## src/isrc_params.svh

```systemverilog
`ifndef ISRC_PARAMS_SVH
`define ISRC_PARAMS_SVH

// ----------------------------------------------------------------
// Register offsets (4-bit address, 8-bit data)
// ----------------------------------------------------------------
`define ISRC_OFS_CTRL      4'h0
`define ISRC_OFS_FLAGS     4'h1
`define ISRC_OFS_TICK_IRQ  4'h2
`define ISRC_OFS_TIMER0    4'h3
`define ISRC_OFS_TIMER1    4'h4
`define ISRC_OFS_MONITOR   4'h5
`define ISRC_OFS_TBC       4'h6
`define ISRC_OFS_EVT_STAT  4'h7
`define ISRC_OFS_EVT_MASK  4'h8

// ----------------------------------------------------------------
// Field positions
// ----------------------------------------------------------------
`define ISRC_CTRL_GLOBAL   0
`define ISRC_CTRL_OVP_EN   1
`define ISRC_CTRL_OCP_EN   2
`define ISRC_CTRL_CONV_EN  3
`define ISRC_CTRL_GRP_EN   4
`define ISRC_FLG_OVP       0
`define ISRC_FLG_OCP       1
`define ISRC_FLG_CONV      2
`define ISRC_FLG_GRP       3
`define ISRC_PAIR_FLAG_LO  4
`define ISRC_PAIR_EN_LO    0
`define ISRC_TBC_ON        7
`define ISRC_TBC_CKSEL     6
`define ISRC_TBC_T1_HI     5
`define ISRC_TBC_T1_LO     4
`define ISRC_TBC_T0_HI     2
`define ISRC_TBC_T0_LO     0
`define ISRC_EVT_TICK0     0
`define ISRC_EVT_TICK1     1
`define ISRC_EVT_SERVED    2
`define ISRC_EVT_STALLED   3

// ----------------------------------------------------------------
// Reset values and timing counts
// ----------------------------------------------------------------
`define ISRC_TBC_RESET     8'h37
`define ISRC_TBC_MASK      8'hF7
`define ISRC_SYS_DIV       2'h3
`define ISRC_T0_BASE_LOG2  8
`define ISRC_T1_BASE_LOG2  12
`define ISRC_CNT_W         15

`endif

```

## src/isrc_pkg.sv

```systemverilog
package isrc_pkg;

	typedef enum logic [2:0] {
		VEC_OVP   = 3'b000,
		VEC_OCP   = 3'b001,
		VEC_GRP0  = 3'b010,
		VEC_GRP1  = 3'b011,
		VEC_CONV  = 3'b100,
		VEC_TICK0 = 3'b101,
		VEC_TICK1 = 3'b110,
		VEC_GRP2  = 3'b111
	} isrc_vec_t;

	typedef struct packed {
		logic overvoltage;
		logic overcurrent;
		logic conv_done;
		logic nvm_write_done;
		logic low_supply;
		logic [1:0] timer_period_match;
		logic [1:0] timer_a_match;
	} isrc_events_t;

	typedef struct packed {
		logic [3:0] addr;
		logic [7:0] wdata;
		logic wr;
		logic rd;
	} isrc_bus_t;

	typedef struct packed {
		logic global_irq_enable;
		logic ovp_en;
		logic ocp_en;
		logic conv_done_enable;
		logic [2:0] group_enable;
		logic overvoltage_req_flag;
		logic overcurrent_req_flag;
		logic conv_done_flag;
		logic [2:0] group_req_flag;
		logic [1:0] tick_req_flag;
		logic [1:0] tick_enable;
		logic [1:0] timer_period_match_flag;
		logic [1:0] timer_a_match_flag;
		logic [1:0] timer_period_match_enable;
		logic [1:0] timer_a_match_enable;
		logic nvm_write_done_flag;
		logic low_supply_flag;
		logic nvm_write_done_enable;
		logic low_supply_enable;
		logic [7:0] time_base_control;
		logic [14:0] tick_cnt;
		logic [1:0] sys_div;
		logic osc_s1;
		logic osc_s2;
		logic osc_s3;
		logic [3:0] evt_stat;
		logic [3:0] evt_mask;
		logic [7:0] rdata;
		logic req;
		isrc_vec_t vec;
	} isrc_state_t;

endpackage : isrc_pkg

```

## src/isrc_ctrl.sv

```systemverilog
// How it works
// - Over-voltage sets flag; vectors when enabled, room
// - Over-current sets flag; vectors when enabled, room
// - Protection service clears own flag and global
// - Group flag sets with any contained source
// - Group service clears group flag, global only
// - Conversion end sets flag; vectors when enabled
// - Conversion service clears its flag and global
// - Divider overflow sets tick flag; vectors enabled
// - Tick service clears its flag and global
// - Dividers run only while on bit set
// - Clock select: oscillator or system clock/4
// - Tick1 period 4096 to 32768, reset 11
// - Tick0 period 256 to 32768, reset 111
// - Write-done needs own and group2 enable
// - Low-supply needs own and group2 enable
// - Each timer: period and A match flags
// - Timer service clears only group flag, global
// - Flags, enables reset zero; unused bits zero
//
// Design decisions made here: the register offsets and the strobed register port.
`timescale 1ns/1ps
`include "isrc_params.svh"

module isrc_ctrl (
	// Clock and reset
	input wire logic sys_clk,
	input wire logic rst,
	// Register port
	input wire isrc_pkg::isrc_bus_t bus,
	output logic [7:0] rdata,
	// Source events, one-cycle pulses
	input wire isrc_pkg::isrc_events_t events,
	// Time-base oscillator clock pin
	input wire logic tick_osc_clk,
	// Program sequencer
	input wire logic stack_full,
	input wire logic irq_ack,
	output logic irq_req,
	output isrc_pkg::isrc_vec_t irq_vector,
	// Interrupt line
	output logic irq_line
);

	isrc_pkg::isrc_state_t st;
	isrc_pkg::isrc_state_t next_st;

	// ------------------------------------------------------------
	// Helpers
	// ------------------------------------------------------------
	// Hardware set beats both a write and an auto clear
	function automatic logic upd(input logic cur, input logic wr,
			input logic wbit, input logic set, input logic clr);
		upd = set | (wr ? wbit : (cur & ~clr));
	endfunction : upd

	// Sticky bit cleared by writing one
	function automatic logic w1c(input logic cur, input logic wr,
			input logic wbit, input logic set);
		w1c = set | (cur & ~(wr & wbit));
	endfunction : w1c

	// Counter low bits all ones marks the end of a period
	function automatic logic period_end(input logic [14:0] cnt,
			input logic [3:0] log2);
		logic [14:0] lim;
		lim = 15'((32'h1 << log2) - 32'h1);
		period_end = ((cnt & lim) == lim);
	endfunction : period_end

	// Lowest pending code wins
	function automatic isrc_pkg::isrc_vec_t pick(input logic [7:0] p);
		isrc_pkg::isrc_vec_t v;
		v = isrc_pkg::VEC_GRP2;
		for (int i = 7; i >= 0; i--) begin
			if (p[i]) begin
				v = isrc_pkg::isrc_vec_t'(3'(i));
			end
		end
		pick = v;
	endfunction : pick

	// ------------------------------------------------------------
	// Combinational next state
	// ------------------------------------------------------------
	logic wr_ctrl;
	logic wr_flags;
	logic wr_tick;
	logic wr_mon;
	logic wr_tbc;
	logic wr_stat;
	logic wr_mask;
	logic [1:0] wr_tmr;
	logic [7:0] wd;
	logic ack;
	logic [7:0] clr;
	logic tick_step;
	logic [1:0] tick_ovf;
	logic [2:0] grp_set;
	logic [2:0] grp_src;
	logic [7:0] pending;
	logic any_pending;
	logic [3:0] t0_log2;
	logic [3:0] t1_log2;

	always_comb begin
		next_st = st;
		wd = bus.wdata;
		wr_ctrl = bus.wr && (bus.addr == `ISRC_OFS_CTRL);
		wr_flags = bus.wr && (bus.addr == `ISRC_OFS_FLAGS);
		wr_tick = bus.wr && (bus.addr == `ISRC_OFS_TICK_IRQ);
		wr_tmr[0] = bus.wr && (bus.addr == `ISRC_OFS_TIMER0);
		wr_tmr[1] = bus.wr && (bus.addr == `ISRC_OFS_TIMER1);
		wr_mon = bus.wr && (bus.addr == `ISRC_OFS_MONITOR);
		wr_tbc = bus.wr && (bus.addr == `ISRC_OFS_TBC);
		wr_stat = bus.wr && (bus.addr == `ISRC_OFS_EVT_STAT);
		wr_mask = bus.wr && (bus.addr == `ISRC_OFS_EVT_MASK);

		// Service acknowledge decodes the offered vector
		ack = irq_ack && st.req;
		clr = 8'h00;
		if (ack) begin
			clr[st.vec] = 1'b1;
		end

		// Time-base clock: synchronised oscillator edge or sys/4
		next_st.osc_s1 = tick_osc_clk;
		next_st.osc_s2 = st.osc_s1;
		next_st.osc_s3 = st.osc_s2;
		next_st.sys_div = st.sys_div + 2'h1;
		if (st.time_base_control[`ISRC_TBC_CKSEL]) begin
			tick_step = (st.sys_div == `ISRC_SYS_DIV);
		end else begin
			tick_step = st.osc_s2 & ~st.osc_s3;
		end

		// Dividers run only while on; cleared when off
		t0_log2 = 4'(`ISRC_T0_BASE_LOG2)
			+ {1'b0, st.time_base_control[`ISRC_TBC_T0_HI:`ISRC_TBC_T0_LO]};
		t1_log2 = 4'(`ISRC_T1_BASE_LOG2)
			+ {2'b00, st.time_base_control[`ISRC_TBC_T1_HI:`ISRC_TBC_T1_LO]};
		tick_ovf = 2'b00;
		if (!st.time_base_control[`ISRC_TBC_ON]) begin
			next_st.tick_cnt = '0;
		end else if (tick_step) begin
			next_st.tick_cnt = st.tick_cnt + 15'h0001;
			tick_ovf[0] = period_end(st.tick_cnt, t0_log2);
			tick_ovf[1] = period_end(st.tick_cnt, t1_log2);
		end

		// Control register
		if (wr_ctrl) begin
			next_st.ovp_en = wd[`ISRC_CTRL_OVP_EN];
			next_st.ocp_en = wd[`ISRC_CTRL_OCP_EN];
			next_st.conv_done_enable = wd[`ISRC_CTRL_CONV_EN];
			next_st.group_enable = wd[`ISRC_CTRL_GRP_EN +: 3];
		end
		// Any service drops the global enable
		next_st.global_irq_enable = wr_ctrl ? wd[`ISRC_CTRL_GLOBAL]
			: st.global_irq_enable;
		if (ack) begin
			next_st.global_irq_enable = 1'b0;
		end

		// Independent sources
		next_st.overvoltage_req_flag = upd(st.overvoltage_req_flag,
			wr_flags, wd[`ISRC_FLG_OVP], events.overvoltage,
			clr[isrc_pkg::VEC_OVP]);
		next_st.overcurrent_req_flag = upd(st.overcurrent_req_flag,
			wr_flags, wd[`ISRC_FLG_OCP], events.overcurrent,
			clr[isrc_pkg::VEC_OCP]);
		next_st.conv_done_flag = upd(st.conv_done_flag, wr_flags,
			wd[`ISRC_FLG_CONV], events.conv_done,
			clr[isrc_pkg::VEC_CONV]);

		// Tick flags and enables
		if (wr_tick) begin
			next_st.tick_enable = wd[`ISRC_PAIR_EN_LO +: 2];
		end
		next_st.tick_req_flag[0] = upd(st.tick_req_flag[0], wr_tick,
			wd[`ISRC_PAIR_FLAG_LO], tick_ovf[0],
			clr[isrc_pkg::VEC_TICK0]);
		next_st.tick_req_flag[1] = upd(st.tick_req_flag[1], wr_tick,
			wd[`ISRC_PAIR_FLAG_LO + 1], tick_ovf[1],
			clr[isrc_pkg::VEC_TICK1]);

		// Contained sources are never cleared by service
		for (int t = 0; t < 2; t++) begin
			if (wr_tmr[t]) begin
				next_st.timer_period_match_enable[t] =
					wd[`ISRC_PAIR_EN_LO];
				next_st.timer_a_match_enable[t] =
					wd[`ISRC_PAIR_EN_LO + 1];
			end
			next_st.timer_period_match_flag[t] =
				upd(st.timer_period_match_flag[t], wr_tmr[t],
				wd[`ISRC_PAIR_FLAG_LO],
				events.timer_period_match[t], 1'b0);
			next_st.timer_a_match_flag[t] =
				upd(st.timer_a_match_flag[t], wr_tmr[t],
				wd[`ISRC_PAIR_FLAG_LO + 1],
				events.timer_a_match[t], 1'b0);
		end
		if (wr_mon) begin
			next_st.low_supply_enable = wd[`ISRC_PAIR_EN_LO];
			next_st.nvm_write_done_enable = wd[`ISRC_PAIR_EN_LO + 1];
		end
		next_st.low_supply_flag = upd(st.low_supply_flag, wr_mon,
			wd[`ISRC_PAIR_FLAG_LO], events.low_supply,
			1'b0);
		next_st.nvm_write_done_flag = upd(st.nvm_write_done_flag,
			wr_mon, wd[`ISRC_PAIR_FLAG_LO + 1],
			events.nvm_write_done, 1'b0);

		// Group flags follow their contained sources
		grp_set[0] = events.timer_period_match[0]
			| events.timer_a_match[0];
		grp_set[1] = events.timer_period_match[1]
			| events.timer_a_match[1];
		grp_set[2] = events.nvm_write_done | events.low_supply;
		next_st.group_req_flag[0] = upd(st.group_req_flag[0],
			wr_flags, wd[`ISRC_FLG_GRP], grp_set[0],
			clr[isrc_pkg::VEC_GRP0]);
		next_st.group_req_flag[1] = upd(st.group_req_flag[1],
			wr_flags, wd[`ISRC_FLG_GRP + 1], grp_set[1],
			clr[isrc_pkg::VEC_GRP1]);
		next_st.group_req_flag[2] = upd(st.group_req_flag[2],
			wr_flags, wd[`ISRC_FLG_GRP + 2], grp_set[2],
			clr[isrc_pkg::VEC_GRP2]);

		// A group vectors only with an enabled contained source
		for (int g = 0; g < 2; g++) begin
			grp_src[g] = (st.timer_period_match_flag[g]
				& st.timer_period_match_enable[g])
				| (st.timer_a_match_flag[g]
				& st.timer_a_match_enable[g]);
		end
		grp_src[2] = (st.nvm_write_done_flag & st.nvm_write_done_enable)
			| (st.low_supply_flag & st.low_supply_enable);

		pending = 8'h00;
		pending[isrc_pkg::VEC_OVP] = st.overvoltage_req_flag
			& st.ovp_en;
		pending[isrc_pkg::VEC_OCP] = st.overcurrent_req_flag
			& st.ocp_en;
		pending[isrc_pkg::VEC_CONV] = st.conv_done_flag
			& st.conv_done_enable;
		pending[isrc_pkg::VEC_TICK0] = st.tick_req_flag[0]
			& st.tick_enable[0];
		pending[isrc_pkg::VEC_TICK1] = st.tick_req_flag[1]
			& st.tick_enable[1];
		pending[isrc_pkg::VEC_GRP0] = st.group_req_flag[0]
			& st.group_enable[0] & grp_src[0];
		pending[isrc_pkg::VEC_GRP1] = st.group_req_flag[1]
			& st.group_enable[1] & grp_src[1];
		pending[isrc_pkg::VEC_GRP2] = st.group_req_flag[2]
			& st.group_enable[2] & grp_src[2];
		if (ack) begin
			pending = pending & ~clr;
		end
		any_pending = |pending;

		// Offer to the sequencer; global enable and stack gate it
		next_st.req = any_pending && next_st.global_irq_enable
			&& !stack_full;
		next_st.vec = pick(pending);

		// Time-base control register
		if (wr_tbc) begin
			next_st.time_base_control = wd & `ISRC_TBC_MASK;
		end

		// Event status, mask and line
		if (wr_mask) begin
			next_st.evt_mask = wd[3:0];
		end
		next_st.evt_stat[`ISRC_EVT_TICK0] = w1c(
			st.evt_stat[`ISRC_EVT_TICK0], wr_stat,
			wd[`ISRC_EVT_TICK0], tick_ovf[0]);
		next_st.evt_stat[`ISRC_EVT_TICK1] = w1c(
			st.evt_stat[`ISRC_EVT_TICK1], wr_stat,
			wd[`ISRC_EVT_TICK1], tick_ovf[1]);
		next_st.evt_stat[`ISRC_EVT_SERVED] = w1c(
			st.evt_stat[`ISRC_EVT_SERVED], wr_stat,
			wd[`ISRC_EVT_SERVED], ack);
		next_st.evt_stat[`ISRC_EVT_STALLED] = w1c(
			st.evt_stat[`ISRC_EVT_STALLED], wr_stat,
			wd[`ISRC_EVT_STALLED], any_pending
			&& st.global_irq_enable && stack_full);

		// Read path, data in the following cycle
		next_st.rdata = 8'h00;
		if (bus.rd) begin
			case (bus.addr)
				`ISRC_OFS_CTRL: begin
					next_st.rdata = {1'b0, st.group_enable,
						st.conv_done_enable, st.ocp_en, st.ovp_en,
						st.global_irq_enable};
				end
				`ISRC_OFS_FLAGS: begin
					next_st.rdata = {2'b00, st.group_req_flag,
						st.conv_done_flag, st.overcurrent_req_flag,
						st.overvoltage_req_flag};
				end
				`ISRC_OFS_TICK_IRQ: begin
					next_st.rdata = {2'b00, st.tick_req_flag,
						2'b00, st.tick_enable};
				end
				`ISRC_OFS_TIMER0: begin
					next_st.rdata = {2'b00, st.timer_a_match_flag[0],
						st.timer_period_match_flag[0], 2'b00,
						st.timer_a_match_enable[0],
						st.timer_period_match_enable[0]};
				end
				`ISRC_OFS_TIMER1: begin
					next_st.rdata = {2'b00, st.timer_a_match_flag[1],
						st.timer_period_match_flag[1], 2'b00,
						st.timer_a_match_enable[1],
						st.timer_period_match_enable[1]};
				end
				`ISRC_OFS_MONITOR: begin
					next_st.rdata = {2'b00, st.nvm_write_done_flag,
						st.low_supply_flag, 2'b00,
						st.nvm_write_done_enable,
						st.low_supply_enable};
				end
				`ISRC_OFS_TBC: begin
					next_st.rdata = st.time_base_control;
				end
				`ISRC_OFS_EVT_STAT: begin
					next_st.rdata = {4'h0, st.evt_stat};
				end
				`ISRC_OFS_EVT_MASK: begin
					next_st.rdata = {4'h0, st.evt_mask};
				end
				default: begin
					next_st.rdata = 8'h00;
				end
			endcase
		end
	end

	// ------------------------------------------------------------
	// State register
	// ------------------------------------------------------------
	always_ff @(posedge sys_clk) begin
		if (rst) begin
			st <= '0;
			st.time_base_control <= `ISRC_TBC_RESET;
			st.vec <= isrc_pkg::VEC_OVP;
		end else begin
			st <= next_st;
		end
	end

	assign rdata = st.rdata;
	assign irq_req = st.req;
	assign irq_vector = st.vec;
	assign irq_line = |(st.evt_stat & st.evt_mask);

endmodule : isrc_ctrl

```

## config.mk

```make
export PLATFORM = sky130hd
export DESIGN_NAME = isrc_ctrl
export DESIGN_NICKNAME = d
export VERILOG_FILES = /design/src/isrc_pkg.sv /design/src/isrc_ctrl.sv
export VERILOG_INCLUDE_DIRS = /design/src /design/src/src
export SDC_FILE = /design/constraint.sdc
export NUM_CORES = 1
export LEC_CHECK = 0
export BUFFER_PORTS_ARGS = -buffer_cell sky130_fd_sc_hd__clkbuf_2
export CAP_MARGIN = 20
export CORE_UTILIZATION = 25
export DETAILED_ROUTE_END_ITERATION = 10
export SETUP_SLACK_MARGIN = 0.05
export SLEW_MARGIN = 30
export SYNTH_ARGS = -nofsm -noshare
export SYNTH_HDL_FRONTEND = slang
export SYNTH_SLANG_ARGS = --single-unit
```

## constraint.sdc

```tcl
create_clock -name sys_clk -period 2.42 [get_ports sys_clk]
set_clock_uncertainty 0.05 [all_clocks]
set_input_delay 0.121 -clock sys_clk [delete_from_list [all_inputs] [get_ports sys_clk]]
set_output_delay 0.121 -clock sys_clk [all_outputs]
set_load 0.005 [all_outputs]
```

==> impl_results.md <==
* Final ANT Viol Nets at 0
* First-pass GRT wire length at 16800 um
* Die Height at 126 um
* Fmax at 528 MHz
* Share of cells above drive strength 1 at 17.8%
* Drt first pass iters at 9
* Syn Std Cell Area at 3820 um2
* Final Hold Viols at 0
* Initial Util at 26.0%
* Worst-Skew Late Latency at 340 ps
* Final wirelength at 10500 um
* Yosys warning count at 0
* Cell row count at 44
* Clock-pin slew on the worst setup and hold paths at 60 ps
* Nets at 503
* Peak VDD IR at 337 uV
* I/O pin cnt at 41
* Sequential area share after synthesis at 39.9%
* Post-CTS sizing at 0
* Mapped Nets at 469
* Pwr Total at 2.98 mW
* Detail Placement HPWL at 7900 um
* Ant. Diodes at 0
* Synth Register Bits at 76
* Gr ovfl total at 0
* Min-delay worst type: in2reg
* Area Growth Syn to Fin at 18.4%
* Post-layout min period at 1890 ps
* Post-synth EDFFs at 0
* Hold slack at 24.4 ps
* Vias at 3295
* Pin count of the biggest net entering global routing at 43
* Gpl congestion at 0.913
* Port bufs at 40
* Crit-path slowest cell: or3_1
* Crit-path max FO at 9
* Final slew viol count at 0
* Leakage Power at 1.80 nW
* Clock buffer count from CTS at 9
* Die area at 15800 um2
* Max Cap Viol at 0
* Post-CTS Repair Setup Buffers at 0
* Total Routing Usage GR at 13.9%
* CP arrival at 2120 ps
* CTS root buf: clkbuf_16
* Critical-path cell list: or3_1 -> ha_1 -> xnor2_1 -> o32ai_1 -> nor4_2 -> o21bai_1
* Commonest non-fill, non-tap cell in the layout: dfxtp_1
* Die width at 126 um
* Critical path launch point type: flop
* RSZ-0062 raised after global routing: no
* Least-Margin Pin Slew at 509 ps
* Setup Viol. Count Final at 0
* Synth unique cells at 65
* Antenna violations before repair at 0
* CORE AREA at 14700 um2
* Power per cell area at 659 nW/um2
* CTS H-tree depth at 3
* Critical path class: reg2reg
* Slew margin rel. at 66.0%
* CTS tree: done
* Max stage delay on crit path at 420 ps
* Vias in the first global route at 3243
* Status: finished, violations left
* Post-DR wirelength/cell at 15.8 um
* CTS Sinks at 76
* Crit. End Element: flop
* Clk buf depth at 2
* TNS Setup at 0 ps
* Vias per std cell at 4.98
* Worst Path Required at 2640 ps
* Initial DRC Count at 302
* Placed cell count at 637
* Mean post-synth cell area at 8.71 um2
* Drt drc at 6
* Most frequent cells in the layout: dfxtp_1, nor2_1, mux2i_1
* Top FF cell, synth: dfxtp_1
* Non-Filler Instances at 661
* Syn Inst Count at 438
* Violated checks: design-rule violations
* Tcrit/Tclk final at 78.3%
* FFs w/ async S/R, synth at 0%
* Fillcell total at 1526
[cells in the mapped netlist (2+ instances only)]
cell type / number / share of area, %
nand3_2: 2 / 0.52
o21ai_0: 16 / 2.1
buf_4: 12 / 2.4
nor3b_1: 5 / 0.98
and3_1: 5 / 0.82
nor2_2: 2 / 0.33
o21a_1: 2 / 0.39
nor4_2: 2 / 0.66
a221oi_1: 2 / 0.46
nand3_1: 11 / 1.4
nand2b_1: 2 / 0.33
a31oi_1: 6 / 0.98
a21bo_2: 2 / 0.52
xor2_1: 3 / 0.69
a21oi_1: 19 / 2.5
a21boi_0: 2 / 0.39
or3_1: 5 / 0.82
o32ai_1: 2 / 0.46
clkbuf_1: 10 / 0.98
a22oi_1: 7 / 1.4
buf_2: 8 / 1.0
ha_1: 3 / 0.98
o211ai_1: 2 / 0.39
nor2_1: 52 / 5.1
mux2i_1: 42 / 11
a22o_1: 4 / 0.92
nor3_1: 9 / 1.2
nor2b_1: 12 / 2.0
o31ai_1: 2 / 0.39
o2bb2ai_1: 2 / 0.46
xnor2_1: 9 / 2.1
a311oi_1: 2 / 0.46
mux2_2: 2 / 0.59
or2_2: 3 / 0.49
nand2_1: 39 / 3.8
nor4_1: 4 / 0.66
dfxtp_1: 76 / 40
inv_1: 21 / 2.1
o311ai_0: 2 / 0.46
a31o_2: 2 / 0.46
[worst max-delay path: cells and delay by family (launching register included)]
kind,cells,cell delay (ps)
simple gates,2,710
fa+ha+maj,1,260
compound gates,2,250
xor+xnor,1,170
flops,1,390
[repair_timing]
item / CTS / global route
endpoints found under the hold margin: 9 / 0
endpoints found under the setup margin: 0 / 0
hold buffers: 8 / 0
[power breakdown]
group          internal [mW]  leakage [nW]  total [mW]  switching (mW)
combinational         0.0874          1.02       0.219           0.132
clock                  0.925         0.159        1.45           0.522
sequential              1.28         0.619        1.31          0.0282
[flip-flops by register name, indices dropped and copies added, names as in the netlist]
name / cells
irq_vector: 3
next_st: 2
st: 62
irq_req: 1
rdata: 8
[metrics by stage]
step	utilization [%]	worst slack, ps	instance area, um2
final	30.7	526	4520
after global routing	30.7	403	4520
after CTS	30.7	531	4520
after detailed placement	28.0	550	4120
after global placement	28.0	574	4120
after floorplan	-	644	3820
[logic make-up after synthesis]
| logic type | share of synthesized area [%] |
|---|---|
| and+or+nand+nor | 22.6 |
| AOI/OAI and AO/OA | 15.7 |
| DFF | 39.9 |
| buffers and inverters | 6.56 |
| muxes | 11.6 |
| xor gates and xnor gates | 2.75 |
| adders and majority gates | 0.984 |
[final cells by class]
class | instances | area (um2) | area share [%]
Multi-Input combinational cell | 310 | 2040 | 45.3
Sequential cell | 76 | 1520 | 33.7
Timing Repair Buffer | 54 | 325 | 7.20
Clock buffer | 11 | 243 | 5.37
Tap cell | 184 | 230 | 5.10
Inverter | 21 | 78.8 | 1.74
Clock inverter | 5 | 75.1 | 1.66
[layer usage]
metal	vias to the layer above	GRT usage [%]	routed length [um]
met1	1565	16.9	4770
li1	1602	-	-
met5	-	0	0
met3	19	3.85	553
met2	109	22.8	4850
met4	0	6.10	286
[path summary, 6_finish.rpt]
check | slack (ps) | end | cells past startpoint | startpoint
hold reg to reg | 380 | st[23]$_SDFF_PP0_ | 1 | st[23]$_SDFF_PP0_
setup / recovery | 530 | st[62]$_SDFF_PP0_ | 6 | st[41]$_SDFFE_PP1P_
setup reg to reg | 530 | st[62]$_SDFF_PP0_ | 6 | st[41]$_SDFFE_PP1P_
hold / removal | 20 | st[57]$_SDFF_PP0_ | 3 | events[1]
(Power assumes the default switching activity.)
